**config.mk**
```make
export PLATFORM = sky130hd
export DESIGN_NAME = cgr_regs
export DESIGN_NICKNAME = d
export VERILOG_FILES = /design/src/rtl/cgr_regs.v
export VERILOG_INCLUDE_DIRS = /design/src /design/src/rtl
export SDC_FILE = /design/constraint.sdc
export NUM_CORES = 1
export LEC_CHECK = 0
export BUFFER_PORTS_ARGS = -buffer_cell sky130_fd_sc_hd__buf_2
export CAP_MARGIN = 20
export CORE_MARGIN = 1
export CORE_UTILIZATION = 50
export CTS_BUF_LIST = sky130_fd_sc_hd__clkbuf_4
export DETAILED_ROUTE_END_ITERATION = 7
export PLACE_DENSITY = 0.83
export RECOVER_POWER = 100
export SLEW_MARGIN = 30
export SYNTH_ARGS = -nofsm -noshare
export SYNTH_HDL_FRONTEND = slang
export SYNTH_SLANG_ARGS = --single-unit
```
**constraint.sdc**
```tcl
create_clock -name clk_sys -period 1.4 [get_ports clk_sys]
set_input_delay 0 -clock clk_sys [delete_from_list [all_inputs] [get_ports clk_sys]]
set_output_delay 0 -clock clk_sys [all_outputs]
set_load 0.05 [all_outputs]
```
**src/rtl/cgr_defs.vh**
```
// Register offsets, reset values and field positions for the gain and checksum bank
`ifndef CGR_DEFS_VH
`define CGR_DEFS_VH
`define CGR_ADDR_GAIN_UPPER   6'h11
`define CGR_ADDR_GAIN_LOWER   6'h12
`define CGR_ADDR_CHECKSUM     6'h3e
`define CGR_ADDR_SPARE        6'h3f
`define CGR_RST_GAIN_UPPER    16'h8000
`define CGR_RST_GAIN_LOWER    16'h0000
`define CGR_RST_CHECKSUM      16'h0000
`define CGR_RST_SPARE         16'h0000
`define CGR_LOWER_FIELD_HI    15
`define CGR_LOWER_FIELD_LO    8
`define CGR_RST_GAIN_LOW_FIELD 8'h00
`define CGR_LOWER_RSVD_BYTE   8'h00
`define CGR_RST_GAIN_COEF     24'h800000
`define CGR_RST_RDATA         16'h0000
`endif

```
**src/rtl/cgr_regs.v**
```verilog
// Channel 1 gain calibration pair, map checksum and spare word register bank
//
// Summary of operation
// RULE_01 - The upper gain register sits at 11h and resets to 8000h for unity gain.
// RULE_02 - All sixteen upper gain bits are read/write and form coefficient bits 23 to 8.
// RULE_03 - The lower gain register sits at 12h, resets to 0000h, and its low byte reads zero.
// RULE_04 - Lower gain bits 15 to 8 are read/write and form coefficient bits 7 to 0.
// RULE_05 - The read-only map checksum sits at 3Eh and reads 0000h after reset.
// RULE_06 - The host writes only zero to the spare word at 3Fh, which resets to zero and is read/write.
// RULE_07 - Writes to the checksum and the reserved low byte of the lower gain register are ignored.
//
// One access per strobe; read data and its valid flag follow one cycle later
// The two gain writes are not atomic, so the coefficient is mixed in between

`include "cgr_defs.vh"

`default_nettype none

module cgr_regs #(
    parameter AW = 6
) (
    input  wire          clk_sys,
    input  wire          rst,
    input  wire          reg_wr,
    input  wire          reg_rd,
    input  wire [AW-1:0] reg_addr,
    input  wire [15:0]   reg_wdata,
    input  wire [15:0]   checksum_in,
    input  wire          checksum_load,
    output reg  [15:0]   reg_rdata_q,
    output reg           reg_rvalid_q,
    output reg  [23:0]   chan1_gain_q
);

    // Word, field and coefficient widths
    localparam DW = 16;
    localparam FW = 8;
    localparam GW = 24;

    // Address decode shared by all selects
    function addr_hit;
        input [AW-1:0] addr;
        input [AW-1:0] target;
        begin
            addr_hit = (addr == target);
        end
    endfunction

    // Decoded selects, write enables and read views
    wire          sel_upper;
    wire          sel_lower;
    wire          sel_checksum;
    wire          sel_spare;
    wire          wr_upper;
    wire          wr_lower;
    wire          wr_spare;
    wire [FW-1:0] low_field_wdata;
    wire [DW-1:0] upper_view;
    wire [DW-1:0] lower_view;
    wire [DW-1:0] checksum_view;
    wire [DW-1:0] spare_view;

    // Storage and next values
    reg  [DW-1:0] chan1_gain_upper_q;
    reg  [DW-1:0] chan1_gain_upper_d;
    reg  [FW-1:0] chan1_gain_low_field_q;
    reg  [FW-1:0] chan1_gain_low_field_d;
    reg  [DW-1:0] map_checksum_q;
    reg  [DW-1:0] map_checksum_d;
    reg  [DW-1:0] spare_word_q;
    reg  [DW-1:0] spare_word_d;
    reg  [DW-1:0] read_mux;
    reg  [DW-1:0] reg_rdata_d;
    reg           reg_rvalid_d;
    reg  [GW-1:0] chan1_gain_d;

    assign sel_upper    = addr_hit(reg_addr, `CGR_ADDR_GAIN_UPPER);
    assign sel_lower    = addr_hit(reg_addr, `CGR_ADDR_GAIN_LOWER);
    assign sel_checksum = addr_hit(reg_addr, `CGR_ADDR_CHECKSUM);
    assign sel_spare    = addr_hit(reg_addr, `CGR_ADDR_SPARE);

    // No write enable exists for the checksum, so bus writes to it fall away
    assign wr_upper = reg_wr & sel_upper;
    assign wr_lower = reg_wr & sel_lower;
    assign wr_spare = reg_wr & sel_spare;

    // Reserved low byte of the lower word is never stored
    assign low_field_wdata = reg_wdata[`CGR_LOWER_FIELD_HI:`CGR_LOWER_FIELD_LO]; // RULE_04

    // Upper gain word, all sixteen bits writable
    always @* begin
        chan1_gain_upper_d = chan1_gain_upper_q;
        if (wr_upper) begin
            chan1_gain_upper_d = reg_wdata; // RULE_02
        end
    end

    always @(posedge clk_sys) begin
        if (rst) begin
            chan1_gain_upper_q <= `CGR_RST_GAIN_UPPER; // RULE_01
        end else begin
            chan1_gain_upper_q <= chan1_gain_upper_d;
        end
    end

    // Lower gain field, high byte only
    always @* begin
        chan1_gain_low_field_d = chan1_gain_low_field_q;
        if (wr_lower) begin
            chan1_gain_low_field_d = low_field_wdata; // RULE_04
        end
    end

    always @(posedge clk_sys) begin
        if (rst) begin
            chan1_gain_low_field_q <= `CGR_RST_GAIN_LOW_FIELD; // RULE_03
        end else begin
            chan1_gain_low_field_q <= chan1_gain_low_field_d;
        end
    end

    // Checksum only moves from the internal engine, never from a bus write
    always @* begin
        map_checksum_d = map_checksum_q; // RULE_07
        if (checksum_load) begin
            map_checksum_d = checksum_in;
        end
    end

    always @(posedge clk_sys) begin
        if (rst) begin
            map_checksum_q <= `CGR_RST_CHECKSUM; // RULE_05
        end else begin
            map_checksum_q <= map_checksum_d;
        end
    end

    // Spare word stores whatever is written; keeping it zero is up to the host
    always @* begin
        spare_word_d = spare_word_q;
        if (wr_spare) begin
            spare_word_d = reg_wdata; // RULE_06
        end
    end

    always @(posedge clk_sys) begin
        if (rst) begin
            spare_word_q <= `CGR_RST_SPARE; // RULE_06
        end else begin
            spare_word_q <= spare_word_d;
        end
    end

    // Read views; the reserved byte is forced to zero, never taken from storage
    assign upper_view    = chan1_gain_upper_q;
    assign lower_view    = {chan1_gain_low_field_q, `CGR_LOWER_RSVD_BYTE}; // RULE_03
    assign checksum_view = map_checksum_q; // RULE_05
    assign spare_view    = spare_word_q;

    // Unmapped addresses read as zero
    always @* begin
        case (1'b1)
            sel_upper:    read_mux = upper_view;
            sel_lower:    read_mux = lower_view;
            sel_checksum: read_mux = checksum_view;
            sel_spare:    read_mux = spare_view;
            default:      read_mux = `CGR_RST_RDATA;
        endcase
    end

    always @* begin
        reg_rvalid_d = reg_rd;
    end

    // Read data drops back to zero when no read is made
    always @* begin
        reg_rdata_d = `CGR_RST_RDATA;
        if (reg_rd) begin
            reg_rdata_d = read_mux;
        end
    end

    // Coefficient lags the register writes by one cycle
    always @* begin
        chan1_gain_d = {chan1_gain_upper_q, chan1_gain_low_field_q}; // RULE_02
    end

    // Registered read data keeps outputs glitch free; costs one cycle of latency
    always @(posedge clk_sys) begin
        if (rst) begin
            reg_rdata_q <= `CGR_RST_RDATA;
        end else begin
            reg_rdata_q <= reg_rdata_d;
        end
    end

    // Valid marks the one cycle in which read data stands
    always @(posedge clk_sys) begin
        if (rst) begin
            reg_rvalid_q <= 1'b0;
        end else begin
            reg_rvalid_q <= reg_rvalid_d;
        end
    end

    // Coefficient output held at unity scale through reset
    always @(posedge clk_sys) begin
        if (rst) begin
            chan1_gain_q <= `CGR_RST_GAIN_COEF; // RULE_01
        end else begin
            chan1_gain_q <= chan1_gain_d;
        end
    end

endmodule
`default_nettype wire
```
==> metrics.md <==
| Metric | Value |
|---|---|
| Worst path max stage delay | `620 ps` |
| Final period utilization | `93.9%` |
| Die width | `87.6 um` |
| Final slew viol count | `0` |
| Post CTS Setup Buffer Count | `0` |
| Cells after synthesis | `355` |
| Layout cells sized above 1 | `19.2%` |
| Setup violators final | `0` |
| Clk buf depth | `2` |
| Slew margin rel. | `59.5%` |
| Crit start category | `input port` |
| Fillers | `553` |
| PostCTS Resize Cnt | `0` |
| Post-synthesis cell area | `3660 um2` |
| Via count | `3094` |
| Diode count | `0` |
| Largest net degree at the start of global routing | `74` |
| Most frequent cells in the layout | `dfxtp_1 (97), mux2i_1 (49), buf_2 (40), clkbuf_1 (40), nand2b_1 (35)` |
| Initial DRC count | `159` |
| PortBufs | `83` |
| Min-Delay Path Depth | `3` |
| Clock Latency Late Sink | `450 ps` |
| Die Footprint | `7670 um2` |
| Total Power | `5.09 mW` |
| Crit-path cells | `clkbuf_1 > or4b_4 > dlygate4sd3_1 > o31ai_1 > o21ai_0` |
| Min Tclk post-route | `1320 ps` |
| Setup Skew | `13.5 ps` |
| Class of the most critical setup path | `in2reg` |
| H-tree levels | `3` |
| Synth warn | `0` |
| WP depth | `5` |
| GR peak layer | `met2` |
| Number of CTS-inserted buffers | `9` |
| Critical path's slowest cell | `dlygate4sd3_1` |
| Family with the most delay on the worst path | `buffers and inverters` |
| Residual DRC | `0` |
| Drt wl/cell | `15.9 um` |
| Root buffer cell | `clkbuf_4` |
| Worst r2r path cells | `3` |
| Register area share after synthesis | `53.0%` |
| Final setup margin | `84.7 ps` |
| Initial DRT Pass Iterations | `4` |
| CTS sink count | `97` |
| RSZ-0062 raised after global routing | `no` |
| Maximum VDD drop | `0.000463 V` |
| Post-Synthesis Net Count | `398` |
| Static Leak | `1.96 nW` |
| Max_cap viols | `0` |
| Site Rows | `30` |
| Pwr dens | `1080 nW/um2` |
| M2 GR Usage | `39.6%` |
| Vias per std cell | `5.33` |
| Initial Utilization | `52.7%` |
| FMAX | `0.760 GHz` |
| Met1 GRT Util | `31.7%` |
| GR Util met3 | `4.81%` |
| Vias in the first global route | `2888` |
| Pin slew with the least headroom to its limit | `610 ps` |
| GRT Residual Overflow | `0` |
| Die Y | `87.6 um` |
| Worst-path clk slew | `150 ps` |
| Bufs and invs on worst path | `2` |
| CP Capture Type | `flop` |
| Global-route wire length before repair | `14100 um` |
| Arrival @ worst endpoint | `1650 ps` |
| Mean post-synth cell area | `10.3 um2` |
| DRT antenna net count | `0` |
| WP data required | `1740 ps` |
| Antenna violations before repair | `0` |
| Gpl congestion | `0.824` |
| Outcome | `complete, no violations` |
| Synth Register Bits | `97` |
| I/O pin count | `84` |
| Area Growth Syn to Fin | `29.3%` |
| TritonCTS clock tree | `built` |
| GR Util All Layers | `24.7%` |
| DRT Wirelength | `9250 um` |
| HPWL Detailed | `6300 um` |
| NumNets Final | `522` |
| Dpl ws | `-134 ps` |
| HP Class | `in2reg` |
| Crit-path max FO | `7` |
| Final hold vios | `0` |
| Most common cell after layout, fill and taps aside | `dfxtp_1` |
| Unique masters post-synth | `25` |
| Core area | `6940 um2` |
==> logic make-up (layout without fill, tap and decap cells) <==
group | after synthesis | count (layout) | synth area share, %
simple gates | 104 | 104 | 15.9
compound gates | 71 | 71 | 13.7
flops | 97 | 97 | 53.0
buf+inv | 34 | 163 | 3.90
mux | 49 | 49 | 13.4
==> worst min-delay path, delay by kind of cell <==
kind | cells | cell delay (ps)
buffers and inverters | 2 | 310
AND/OR/NAND/NOR | 1 | 120
==> state kept, by name (all words and copies together), names as in the netlist <==
name and count:
chan1_gain_q 24, chan1_gain_upper_q 16, checksum_view 16, reg_rdata_q 16
spare_view 16, chan1_gain_low_field_q 8, reg_rvalid_q 1
==> routing by layer <==
layer  up-vias  part of all wire [%]
met2       113                    47
met1      1463                    45
met5         -                     0
met3        17                   5.7
met4         0                   2.1
li1       1501                     -
==> worst paths after layout <==
| path | start | to | slack (ps) |
|---|---|---|---|
| setup / recovery | reg_addr[5] | chan1_gain_upper_q[13]$_SDFFE_PP0P_ | 80 |
| hold / removal | rst | checksum_view[8]$_SDFFE_PP0P_ | 30 |
| setup reg to reg | spare_view[11]$_SDFFE_PP0P_ | reg_rdata_q[11]$_SDFF_PP0_ | 310 |
| hold reg to reg | chan1_gain_upper_q[2]$_SDFFE_PP0P_ | reg_rdata_q[2]$_SDFF_PP0_ | 470 |
==> timing repair <==
item / 4_1_cts / 5_1_grt
hold buffers: 34 / 0
endpoints found under the setup margin: 0 / 0
hold endpoints to repair: 57 / 0
==> final cells by class <==
cell class | instances | area, um2 | area share, %
Tap cell | 96 | 120 | 2.54
Multi-Input combinational cell | 224 | 1570 | 33.2
Sequential cell | 97 | 1940 | 41.0
Timing Repair Buffer | 144 | 902 | 19.1
Clock inverter | 7 | 119 | 2.51
Inverter | 3 | 11.3 | 0.238
Clock buffer | 9 | 67.6 | 1.43
==> synthesized netlist by cell type, drive strengths merged <==
master	count	share of area (%)
a21oi	1	0.14
a31oi	8	1.4
buf	10	1.4
clkbuf	21	2.2
dfxtp	97	53
inv	3	0.31
mux2i	49	13
nand2	2	0.21
nand2b	35	6.0
nand3	1	0.14
nor2	26	2.7
nor2b	23	3.9
nor3	10	1.6
nor4b	1	0.24
o21ai	23	3.1
o221a	8	2.5
o2bb2ai	8	1.9
o31ai	23	4.7
or2	1	0.17
or3	4	0.68
or4b	1	0.27
==> report_power, final <==
part / switching (mW) / total [mW] / internal [mW]
sequential: 0.0204 / 2.82 / 2.80
clock: 0.920 / 1.82 / 0.904
combinational: 0.234 / 0.450 / 0.216
==> metrics by stage <==
stage | setup TNS (ps) | util (%) | area, um2 | hold WS [ps] | cells
detailed placement | -3050 | 61.7 | 4280 | 245 | 530
global route | 0 | 68.1 | 4730 | 24.2 | 580
CTS | 0 | 69.3 | 4810 | 17.9 | 580
floorplan | -433 | - | 3680 | 147 | 355
global placement | -1920 | 61.7 | 4280 | 233 | 530
finish | 0 | 68.1 | 4730 | 33.6 | 580
(Power assumes the default switching activity.)
